<file path="config.mk">
export PLATFORM = sky130hd
export DESIGN_NAME = ofs_top
export DESIGN_NICKNAME = d
export VERILOG_FILES = /design/src/ofs_sel.v /design/src/ofs_top.v
export VERILOG_INCLUDE_DIRS = /design/src
export SDC_FILE = /design/constraint.sdc
export NUM_CORES = 1
export LEC_CHECK = 0
export BUFFER_PORTS_ARGS = -buffer_cell sky130_fd_sc_hd__buf_4
export CELL_PAD_IN_SITES_DETAIL_PLACEMENT = 1
export CELL_PAD_IN_SITES_GLOBAL_PLACEMENT = 2
export CORE_AREA = 2 2 167 169
export DETAILED_ROUTE_END_ITERATION = 12
export DIE_AREA = 0 0 169 171
export PLACE_DENSITY = 0.71
export SLEW_MARGIN = 20
export SYNTH_ARGS = -nofsm -noshare
export SYNTH_HDL_FRONTEND = slang
export SYNTH_SLANG_ARGS = --single-unit
export TNS_END_PERCENT = 1
</file>
<file path="constraint.sdc">
create_clock -name aclk -period 6.36 [get_ports aclk]
set_input_delay 0.318 -clock aclk [delete_from_list [all_inputs] [get_ports aclk]]
set_output_delay 0.318 -clock aclk [all_outputs]
set_load 0.1 [all_outputs]
</file>
<file path="src/ofs_defines.vh">
// Register map, field layout, reset values and function codes of the selector
`ifndef OFS_DEFINES_VH
`define OFS_DEFINES_VH

// Register byte offsets on the AXI4-Lite slave
`define OFS_REG_SEL_MAIN 8'h00
`define OFS_REG_SEL_TR 8'h04
`define OFS_REG_SEL_EXT_A 8'h08
`define OFS_REG_SEL_EXT_B 8'h0C
`define OFS_REG_DET_FREQ 8'h10
`define OFS_REG_DET_BAND 8'h14
`define OFS_REG_STATUS 8'h18

// Field widths
`define OFS_SEL_W 6
`define OFS_FREQ_W 16
`define OFS_NUM_OUT 4

// Status register field positions
`define OFS_ST_OUT_LSB 0
`define OFS_ST_REACH_BIT 4

// Reset values: main relay trips, transistor shows run, extensions idle
`define OFS_RST_SEL_MAIN 6'h1D
`define OFS_RST_SEL_TR 6'h0E
`define OFS_RST_SEL_EXT_A 6'h00
`define OFS_RST_SEL_EXT_B 6'h00
// Detection frequency 30.00 Hz and band 10.00 Hz, in 0.01 Hz
`define OFS_RST_DET_FREQ 16'h0BB8
`define OFS_RST_DET_BAND 16'h03E8

// Selection codes with a function in this block
`define OFS_FN_NONE 6'h00
`define OFS_FN_FDT4 6'h04
`define OFS_FN_OVERLOAD 6'h05
`define OFS_FN_INV_OVL 6'h06
`define OFS_FN_UNDERLOAD 6'h07
`define OFS_FN_FAN 6'h08
`define OFS_FN_STALL 6'h09
`define OFS_FN_OVER_V 6'h0A
`define OFS_FN_LOW_V 6'h0B
`define OFS_FN_OVERHEAT 6'h0C
`define OFS_FN_LOST_CMD 6'h0D
`define OFS_FN_RUN 6'h0E
`define OFS_FN_STOP 6'h0F
`define OFS_FN_STEADY 6'h10
`define OFS_FN_DRIVE_LINE 6'h11
`define OFS_FN_MAINS_LINE 6'h12
`define OFS_FN_SPD_SEARCH 6'h13
`define OFS_FN_READY 6'h16
`define OFS_FN_TIMER 6'h1C
`define OFS_FN_TRIP 6'h1D
`define OFS_FN_ONOFF 6'h22
// Width of the condition vector, one bit per code up to the last one
`define OFS_FN_NUM 35

// AXI response codes
`define OFS_RESP_OKAY 2'h0
`define OFS_RESP_SLVERR 2'h2

`endif

</file>
<file path="src/ofs_sel.v">
// Per-output decoder: picks one condition by its selection code
`include "ofs_defines.vh"

module ofs_sel #(
	parameter SEL_W = `OFS_SEL_W,
	parameter FN_NUM = `OFS_FN_NUM
) (
	input wire [SEL_W-1:0] sel_code,
	input wire [FN_NUM-1:0] cond_vec,
	output reg sel_out
);

	// Vector slot index of the code, widened to compare against FN_NUM
	wire [31:0] code_idx;
	assign code_idx = {{(32-SEL_W){1'b0}}, sel_code};

	////////////////////////////////////////////////////////////////////
	// Indexed pick; codes past the table fall to zero
	always @* begin
		// [RQ1] Shared code table
		if (code_idx < FN_NUM) begin
			sel_out = cond_vec[code_idx];
		end else begin
			// [RQ23] Unknown code off
			sel_out = 1'b0;
		end
	end

endmodule // ofs_sel

</file>
<file path="src/ofs_top.v">
// Output function selector: AXI4-Lite registers, conditions, output flops
//
// Operation
// [RQ1] One code table, each output own code
// [RQ2] Accelerating: on when frequency reaches detection
// [RQ3] Decelerating: on above detection minus half band
// [RQ4] Code 5 follows motor overload
// [RQ5] Code 6 follows inverse-time overload fault
// [RQ6] Code 7 follows underload warning
// [RQ7] Code 8 follows fan fault warning
// [RQ8] Code 9 on when overloaded and stalled
// [RQ9] Code 10 on at DC overvoltage
// [RQ10] Code 11 on at DC low voltage
// [RQ11] Code 12 follows drive overheat
// [RQ12] Code 13 on at any lost command
// [RQ13] Code 14 running with voltage, not braking
// [RQ14] Code 15 run off and no voltage
// [RQ15] Code 16 running at steady speed
// [RQ16] Code 17 motor on drive line
// [RQ17] Code 18 motor on mains source
// [RQ18] Code 19 during speed search
// [RQ19] Code 22 standby, ready for run command
// [RQ20] Code 28 follows input delay timer
// [RQ21] Code 29 on after fault trip
// [RQ22] Code 34 follows analog on/off compare
// [RQ23] Undefined codes hold output off
//
// Decided for this implementation: the placing of the registers and register access over AXI4-Lite.
`include "ofs_defines.vh"

module ofs_top #(
	parameter ADDR_W = 8,
	parameter SEL_W = `OFS_SEL_W,
	parameter FREQ_W = `OFS_FREQ_W
) (
	input wire aclk,
	input wire aresetn,
	// AXI4-Lite write address
	input wire [ADDR_W-1:0] s_axi_awaddr,
	input wire s_axi_awvalid,
	output wire s_axi_awready,
	// AXI4-Lite write data
	input wire [31:0] s_axi_wdata,
	input wire [3:0] s_axi_wstrb,
	input wire s_axi_wvalid,
	output wire s_axi_wready,
	// AXI4-Lite write response
	output wire [1:0] s_axi_bresp,
	output wire s_axi_bvalid,
	input wire s_axi_bready,
	// AXI4-Lite read address
	input wire [ADDR_W-1:0] s_axi_araddr,
	input wire s_axi_arvalid,
	output wire s_axi_arready,
	// AXI4-Lite read data
	output wire [31:0] s_axi_rdata,
	output wire [1:0] s_axi_rresp,
	output wire s_axi_rvalid,
	input wire s_axi_rready,
	// Drive state from the detectors
	input wire [FREQ_W-1:0] op_freq,
	input wire accelerating,
	input wire decelerating,
	input wire motor_overload,
	input wire inv_time_overload_fault,
	input wire underload_warn,
	input wire fan_warn,
	input wire stall,
	input wire dc_over_voltage,
	input wire dc_low_voltage,
	input wire drive_overheat,
	input wire analog_cmd_lost,
	input wire comm_cmd_lost,
	input wire option_cmd_lost,
	input wire run_cmd,
	input wire output_voltage_on,
	input wire dc_braking,
	input wire motor_on_drive_line,
	input wire motor_on_mains,
	input wire speed_search_active,
	input wire ready_standby,
	input wire io_timer_out,
	input wire fault_tripped,
	input wire analog_onoff_out,
	// Digital outputs, high means energised
	output wire main_relay,
	output wire open_collector_output,
	output wire ext_relay_a,
	output wire ext_relay_b
);

	localparam N = `OFS_NUM_OUT;
	localparam FN_NUM = `OFS_FN_NUM;
	// Reset codes packed per output, output 0 in the low slice
	localparam [N*SEL_W-1:0] RST_SEL = {`OFS_RST_SEL_EXT_B,
		`OFS_RST_SEL_EXT_A, `OFS_RST_SEL_TR, `OFS_RST_SEL_MAIN};

	////////////////////////////////////////////////////////////////////
	// Bus state
	reg awready_ff; // Write address slot free
	reg wready_ff; // Write data slot free
	reg aw_full_ff; // Write address held
	reg w_full_ff; // Write data held
	reg [ADDR_W-1:0] aw_addr_ff; // Held write address
	reg [31:0] w_data_ff; // Held write data
	reg [3:0] w_strb_ff; // Held byte enables
	reg bvalid_ff; // Write answer pending
	reg [1:0] bresp_ff; // Write answer code
	reg arready_ff; // Read slot free
	reg rvalid_ff; // Read answer pending
	reg [31:0] rdata_ff; // Read answer data
	reg [1:0] rresp_ff; // Read answer code

	// Configuration and state
	reg [FREQ_W-1:0] det_freq_ff; // Detection frequency
	reg [FREQ_W-1:0] det_band_ff; // Detection band
	reg reach_ff; // Frequency reach with hysteresis
	wire [SEL_W-1:0] sel_w [0:N-1]; // Codes of each output
	wire [N-1:0] out_vec; // Output flop levels

	////////////////////////////////////////////////////////////////////
	// Write decode, done once both halves are held
	wire wr_fire;
	wire wr_sel_hit;
	wire wr_freq_hit;
	wire wr_band_hit;
	wire wr_status_hit;
	wire wr_ok;

	assign wr_fire = aw_full_ff & w_full_ff & ~bvalid_ff;
	// Selector registers fill the first four words
	assign wr_sel_hit = (aw_addr_ff[1:0] == 2'h0) &&
		(aw_addr_ff < `OFS_REG_DET_FREQ);
	assign wr_freq_hit = (aw_addr_ff == `OFS_REG_DET_FREQ);
	assign wr_band_hit = (aw_addr_ff == `OFS_REG_DET_BAND);
	// Status is read only; a write is accepted and dropped
	assign wr_status_hit = (aw_addr_ff == `OFS_REG_STATUS);
	assign wr_ok = wr_sel_hit | wr_freq_hit | wr_band_hit | wr_status_hit;

	// Byte-lane merge for the 16-bit fields
	function [15:0] merge16;
		input [15:0] old_v;
		input [15:0] new_v;
		input [1:0] strb;
		begin
			merge16[7:0] = strb[0] ? new_v[7:0] : old_v[7:0];
			merge16[15:8] = strb[1] ? new_v[15:8] : old_v[15:8];
		end
	endfunction

	////////////////////////////////////////////////////////////////////
	// Write channels: each half taken on its own, answered together
	always @(posedge aclk) begin
		if (!aresetn) begin
			awready_ff <= 1'b1;
			wready_ff <= 1'b1;
			aw_full_ff <= 1'b0;
			w_full_ff <= 1'b0;
			aw_addr_ff <= {ADDR_W{1'b0}};
			w_data_ff <= 32'h00000000;
			w_strb_ff <= 4'h0;
			bvalid_ff <= 1'b0;
			bresp_ff <= `OFS_RESP_OKAY;
		end else begin
			// Address half
			if (s_axi_awvalid && awready_ff) begin
				aw_addr_ff <= s_axi_awaddr;
				aw_full_ff <= 1'b1;
				awready_ff <= 1'b0;
			end
			// Data half
			if (s_axi_wvalid && wready_ff) begin
				w_data_ff <= s_axi_wdata;
				w_strb_ff <= s_axi_wstrb;
				w_full_ff <= 1'b1;
				wready_ff <= 1'b0;
			end
			// Both held: commit and answer
			if (wr_fire) begin
				aw_full_ff <= 1'b0;
				w_full_ff <= 1'b0;
				bvalid_ff <= 1'b1;
				bresp_ff <= wr_ok ? `OFS_RESP_OKAY : `OFS_RESP_SLVERR;
			end
			// Answer taken: reopen both slots
			if (bvalid_ff && s_axi_bready) begin
				bvalid_ff <= 1'b0;
				awready_ff <= 1'b1;
				wready_ff <= 1'b1;
			end
		end
	end

	////////////////////////////////////////////////////////////////////
	// Detection settings, byte lanes honoured
	always @(posedge aclk) begin
		if (!aresetn) begin
			det_freq_ff <= `OFS_RST_DET_FREQ;
			det_band_ff <= `OFS_RST_DET_BAND;
		end else if (wr_fire) begin
			if (wr_freq_hit) begin
				det_freq_ff <= merge16(det_freq_ff, w_data_ff[15:0],
					w_strb_ff[1:0]);
			end
			if (wr_band_hit) begin
				det_band_ff <= merge16(det_band_ff, w_data_ff[15:0],
					w_strb_ff[1:0]);
			end
		end
	end

	////////////////////////////////////////////////////////////////////
	// Frequency reach with hysteresis
	// Compare op + band/2 against detection so nothing underflows
	wire [FREQ_W:0] op_plus_half;
	wire reach_acc;
	wire reach_dec;
	assign op_plus_half = {1'b0, op_freq} +
		{2'b00, det_band_ff[FREQ_W-1:1]};
	assign reach_acc = (op_freq >= det_freq_ff);
	assign reach_dec = (op_plus_half > {1'b0, det_freq_ff});

	// Steady speed holds the last decision, so no chatter at the edge
	always @(posedge aclk) begin
		if (!aresetn) begin
			reach_ff <= 1'b0;
		end else if (accelerating) begin
			// [RQ2] Rising threshold compare
			reach_ff <= reach_acc;
		end else if (decelerating) begin
			// [RQ3] Falling threshold with half band
			reach_ff <= reach_dec;
		end
	end

	////////////////////////////////////////////////////////////////////
	// Condition vector, slot number equals selection code
	reg [FN_NUM-1:0] cond_vec;
	always @* begin
		cond_vec = {FN_NUM{1'b0}};
		cond_vec[`OFS_FN_FDT4] = reach_ff;
		// [RQ4] Motor overload flag
		cond_vec[`OFS_FN_OVERLOAD] = motor_overload;
		// [RQ5] Inverse-time overload fault
		cond_vec[`OFS_FN_INV_OVL] = inv_time_overload_fault;
		// [RQ6] Underload warning
		cond_vec[`OFS_FN_UNDERLOAD] = underload_warn;
		// [RQ7] Fan fault warning
		cond_vec[`OFS_FN_FAN] = fan_warn;
		// [RQ8] Overload and stall
		cond_vec[`OFS_FN_STALL] = motor_overload & stall;
		// [RQ9] DC overvoltage
		cond_vec[`OFS_FN_OVER_V] = dc_over_voltage;
		// [RQ10] DC low voltage
		cond_vec[`OFS_FN_LOW_V] = dc_low_voltage;
		// [RQ11] Drive overheat
		cond_vec[`OFS_FN_OVERHEAT] = drive_overheat;
		// [RQ12] Any command loss
		cond_vec[`OFS_FN_LOST_CMD] = analog_cmd_lost | comm_cmd_lost |
			option_cmd_lost;
		// [RQ13] Run, no DC braking
		cond_vec[`OFS_FN_RUN] = run_cmd & output_voltage_on & ~dc_braking;
		// [RQ14] Fully stopped
		cond_vec[`OFS_FN_STOP] = ~run_cmd & ~output_voltage_on;
		// [RQ15] Steady running speed
		cond_vec[`OFS_FN_STEADY] = run_cmd & output_voltage_on &
			~accelerating & ~decelerating;
		// [RQ16] Drive line supply
		cond_vec[`OFS_FN_DRIVE_LINE] = motor_on_drive_line;
		// [RQ17] Mains line supply
		cond_vec[`OFS_FN_MAINS_LINE] = motor_on_mains;
		// [RQ18] Speed search active
		cond_vec[`OFS_FN_SPD_SEARCH] = speed_search_active;
		// [RQ19] Standby ready
		cond_vec[`OFS_FN_READY] = ready_standby;
		// [RQ20] Delay timer output
		cond_vec[`OFS_FN_TIMER] = io_timer_out;
		// [RQ21] Fault trip latched upstream
		cond_vec[`OFS_FN_TRIP] = fault_tripped;
		// [RQ22] Analog on/off compare
		cond_vec[`OFS_FN_ONOFF] = analog_onoff_out;
	end

	////////////////////////////////////////////////////////////////////
	// Per-output code register, decoder and output flop
	genvar gi;
	generate
		for (gi = 0; gi < N; gi = gi + 1) begin : gen_out
			reg [SEL_W-1:0] sel_ff; // Selection code
			reg out_ff; // Registered output level
			wire pick; // Decoded condition
			wire hit; // This word addressed

			assign hit = wr_fire && wr_sel_hit &&
				(aw_addr_ff[3:2] == gi[1:0]);

			// Code register, low byte lane only
			always @(posedge aclk) begin
				if (!aresetn) begin
					sel_ff <= RST_SEL[gi*SEL_W +: SEL_W];
				end else if (hit && w_strb_ff[0]) begin
					sel_ff <= w_data_ff[SEL_W-1:0];
				end
			end

			// [RQ1] Independent code per output
			ofs_sel #(
				.SEL_W(SEL_W),
				.FN_NUM(FN_NUM)
			) u_sel (
				.sel_code(sel_ff),
				.cond_vec(cond_vec),
				.sel_out(pick)
			);

			// Output flop; off during reset so loads stay idle
			always @(posedge aclk) begin
				if (!aresetn) begin
					out_ff <= 1'b0;
				end else begin
					out_ff <= pick;
				end
			end

			assign sel_w[gi] = sel_ff;
			assign out_vec[gi] = out_ff;
		end
	endgenerate

	////////////////////////////////////////////////////////////////////
	// Read channel: one answer per address, one cycle later
	reg [31:0] rd_mux;
	reg rd_ok;
	always @* begin
		rd_mux = 32'h00000000;
		rd_ok = 1'b1;
		case (s_axi_araddr)
			`OFS_REG_SEL_MAIN: begin
				rd_mux[SEL_W-1:0] = sel_w[0];
			end
			`OFS_REG_SEL_TR: begin
				rd_mux[SEL_W-1:0] = sel_w[1];
			end
			`OFS_REG_SEL_EXT_A: begin
				rd_mux[SEL_W-1:0] = sel_w[2];
			end
			`OFS_REG_SEL_EXT_B: begin
				rd_mux[SEL_W-1:0] = sel_w[3];
			end
			`OFS_REG_DET_FREQ: begin
				rd_mux[FREQ_W-1:0] = det_freq_ff;
			end
			`OFS_REG_DET_BAND: begin
				rd_mux[FREQ_W-1:0] = det_band_ff;
			end
			`OFS_REG_STATUS: begin
				// Live output levels and the reach state
				rd_mux[`OFS_ST_OUT_LSB +: N] = out_vec;
				rd_mux[`OFS_ST_REACH_BIT] = reach_ff;
			end
			default: begin
				// Unmapped: zero data, slave error
				rd_ok = 1'b0;
			end
		endcase
	end

	always @(posedge aclk) begin
		if (!aresetn) begin
			arready_ff <= 1'b1;
			rvalid_ff <= 1'b0;
			rdata_ff <= 32'h00000000;
			rresp_ff <= `OFS_RESP_OKAY;
		end else if (s_axi_arvalid && arready_ff) begin
			// Take address, answer next edge
			arready_ff <= 1'b0;
			rvalid_ff <= 1'b1;
			rdata_ff <= rd_mux;
			rresp_ff <= rd_ok ? `OFS_RESP_OKAY : `OFS_RESP_SLVERR;
		end else if (rvalid_ff && s_axi_rready) begin
			// Answer taken, reopen
			rvalid_ff <= 1'b0;
			arready_ff <= 1'b1;
		end
	end

	////////////////////////////////////////////////////////////////////
	// Port drive, all from flops
	assign s_axi_awready = awready_ff;
	assign s_axi_wready = wready_ff;
	assign s_axi_bvalid = bvalid_ff;
	assign s_axi_bresp = bresp_ff;
	assign s_axi_arready = arready_ff;
	assign s_axi_rvalid = rvalid_ff;
	assign s_axi_rdata = rdata_ff;
	assign s_axi_rresp = rresp_ff;
	assign main_relay = out_vec[0];
	assign open_collector_output = out_vec[1];
	assign ext_relay_a = out_vec[2];
	assign ext_relay_b = out_vec[3];

endmodule // ofs_top

</file>
==> results.json <==
{
  "status": "completed",
  "drc": 0,
  "maxCapViolCount": 0,
  "seqPwrFrac_pct": 44.8,
  "path_cells": "ha_1 -> inv_1 -> fa_1 -> nand2b_1 -> a21oi_1 -> nor4_1 -> o31a_1 -> xnor2_1 -> ha_1 -> nand4_1 -> nor4_1 -> a221oi_1 -> or3_1 -> a311oi_1",
  "fin_hold_ws_ps": 141,
  "yosysTopAreaCell": "dfxtp_1",
  "finalSetupViolCount": 0,
  "io_buffers": 106,
  "antenna_found_initial": 0,
  "wire_per_inst_microns": 17.7,
  "htree_num_levels": 3,
  "min_delay_path_depth": 2,
  "crit_family": "simple AND/OR/NAND/NOR gates",
  "ys_types": 59,
  "io-pin-count": 143,
  "max_stage_delay_ps": 390,
  "routed_via_density": 4.91,
  "min_period_ps": 3600,
  "cp_max_fo": 3,
  "slew_headroom_pct": 47.3,
  "fmax_ghz": 0.278,
  "cts.hold.buffers_added": 0,
  "diodes": 0,
  "grtUsageTotal_pct": 15.0,
  "grt_pass1_vias": 5917,
  "drive_gt1_share_pct": 17.5,
  "clock_power_share_pct": 34.5,
  "ctsResizeCount": 0,
  "rows": 61,
  "postCtsSetupBuffers": 0,
  "clockRootBuffer": "clkbuf_16",
  "p_int_w": 0.00111,
  "firstDrtPassIters": 4,
  "startpoint_type": "flop",
  "placed_cell_area_sq_um": 7700,
  "switching_share_pct": 33.6,
  "switching_power_w": 0.000561,
  "synth_edf_count": 0,
  "clk_pin_slew_worst_paths_ps": 90,
  "area_growth_pct": 19.3,
  "synth.area.top_cells": "dfxtp_1, ha_1, mux2i_1, nand2_1, mux4_2",
  "initialDrtViolationCount": 321,
  "crit_type": "reg -> reg",
  "cts.sinks": 112,
  "totalWireLength_mm": 21.6,
  "ir_drop_mv": 0.135,
  "tns_ps": 0,
  "fin_area_sq_um": 8000,
  "cts_tree": "yes",
  "coreArea_sq_um": 27300,
  "hp-class": "in -> reg",
  "worstMarginPinSlew_ps": 788,
  "yosysWarnings": 0,
  "cp-end-kind": "flop",
  "fin_crit_sh_pct": 56.6,
  "path_buf_inv": 1,
  "required_ps": 6630,
  "initial_utilization_pct": 24.5,
  "clock_latency_ps": 360,
  "vias": 5960,
  "die_area_sq_um": 28900,
  "antenna_left": 0,
  "synth_ff_type": "dfxtp_1",
  "ys_ff_latch": 112,
  "combPwrFrac_pct": 20.8,
  "synth_top_area_share_pct": 33.4,
  "p_per_area_nw_per_um2": 209,
  "grt_pass1_wl_mm": 33.8,
  "rsz0062_at_grt": "no",
  "hold_violations": 0,
  "drv_slew": 0,
  "clockBufferDepth": 2,
  "overflow": 0,
  "finalNetCount": 1010,
  "syn_area_per_cell_sq_um": 8.50,
  "grt_max_degree": 65,
  "syn-cell-area_sq_um": 6710,
  "crit_arrival_ps": 3870,
  "syn_inst": 789,
  "p_leak_nw": 3.41,
  "clock_skew_ps": 13.0,
  "numCtsBuffers": 9,
  "gp_congestion": 0.789,
  "crit_cells": 14,
  "dp_hpwl_mm": 16.6,
  "die_height_microns": 171,
  "ys_seq_area_share_pct": 33.4,
  "ys_async_sr_fraction_pct": 0,
  "die_w_microns": 169,
  "crit_slowest_cell": "fa_1",
  "worst_r2r_path_depth": 14
}
## placed cells by master, fill, tap and decap left out, types with 17 or more instances in the layout
| cell | n |
|---|---|
| a21oi_1 | 69 |
| buf_4 | 108 |
| ha_1 | 47 |
| dfxtp_1 | 112 |
| mux2i_1 | 52 |
| inv_1 | 37 |
| mux4_2 | 17 |
| conb_1 | 18 |
| o21ai_0 | 29 |
| nor2_1 | 65 |
| nand2_1 | 121 |
## cell usage after synthesis (3+ instances only)
master	count
nor4_1	6
a21o_1	4
nor3_1	16
buf_2	6
and2_1	4
and3_1	3
and3b_1	3
mux4_2	17
a31oi_1	6
a211oi_1	12
nand3_1	15
xnor2_1	10
nand2_1	121
nand4_1	5
nand3b_1	9
inv_1	37
o21ai_0	29
buf_4	18
buf_1	7
nor2_1	65
o211ai_1	13
ha_1	47
xor2_1	4
or3_1	3
dfxtp_1	112
nand4b_1	3
nand2b_1	6
a221oi_1	12
nor2b_1	4
clkbuf_1	29
a21oi_1	69
o22ai_1	8
mux2i_1	52
## final timing paths
path                                      from             to  slack [ps]
worst max-delay path            det_band_ff[1]       reach_ff        2760
worst min-delay path             s_axi_awvalid  s_axi_awready         140
worst max register to register  det_band_ff[1]       reach_ff        2760
worst min register to register   aw_addr_ff[0]  aw_addr_ff[0]         460
## flip-flops by register name, indices dropped and copies added, names as in the netlist, 2 cells and up
signal	cells
w_data_ff	16
det_band_ff	16
s_axi_rdata	16
aw_addr_ff	8
det_freq_ff	16
gen_out.sel_ff	24
w_strb_ff	2
## power by group through the flow
stage	combinational [W]	sequential (W)	clock, W
finish	0.000347	0.000747	0.000575
global route	0.000375	0.000751	0.000620
CTS	0.000351	0.000748	0.000596
detailed placement	0.000350	0.000764	0
global placement	0.000347	0.000764	0
floorplan	0.000182	0.000831	0
## worst register-to-register path, cell delays in order (launching register included)
cell      delay, ps
dfxtp_1         360
ha_1            220
inv_1            70
fa_1            390
nand2b_1        180
a21oi_1         210
nor4_1          110
o31a_1          350
xnor2_1         140
ha_1            310
nand4_1         170
nor4_1          310
a221oi_1        120
or3_1           340
a311oi_1        250
## routing by layer
metal  GRT usage (%)  wire, microns  vias up
met1            20.8          10500     2900
li1                -              -     2931
met5               0              0        -
met4            3.68            320        0
met3            2.52            995       16
met2            24.3           9780      113
## kinds of logic after synthesis
family,share of synthesized area [%]
other cells,0.0559
simple gates,19.8
buf+inv,6.77
flops,33.4
mux,13.5
fa+ha+maj,9.07
xor+xnor,1.83
compound gates,15.6
## final cells by class
type                    instances  area, sq um
inverters                      38          143
flip-flops and latches        112         2240
well taps                     346          433
multi-input cells             595         4080
fillers                      3219        19300
repair buffers                108          811
clock buffers                   9          225
clock inverters                 7         73.8
## through the flow
step           util (%)  std cells  worst slack [ps]  total power [W]
4_1_cts            29.3       1215              2720          0.00170
6_report           29.3       1215              2760          0.00167
3_3_place_gp       28.2       1199              2690          0.00111
5_1_grt            29.3       1215              2440          0.00175
2_1_floorplan         -        806              3210          0.00101
3_5_place_dp       28.2       1199              2680          0.00111
Note: power is estimated with default switching activity, not from simulation.
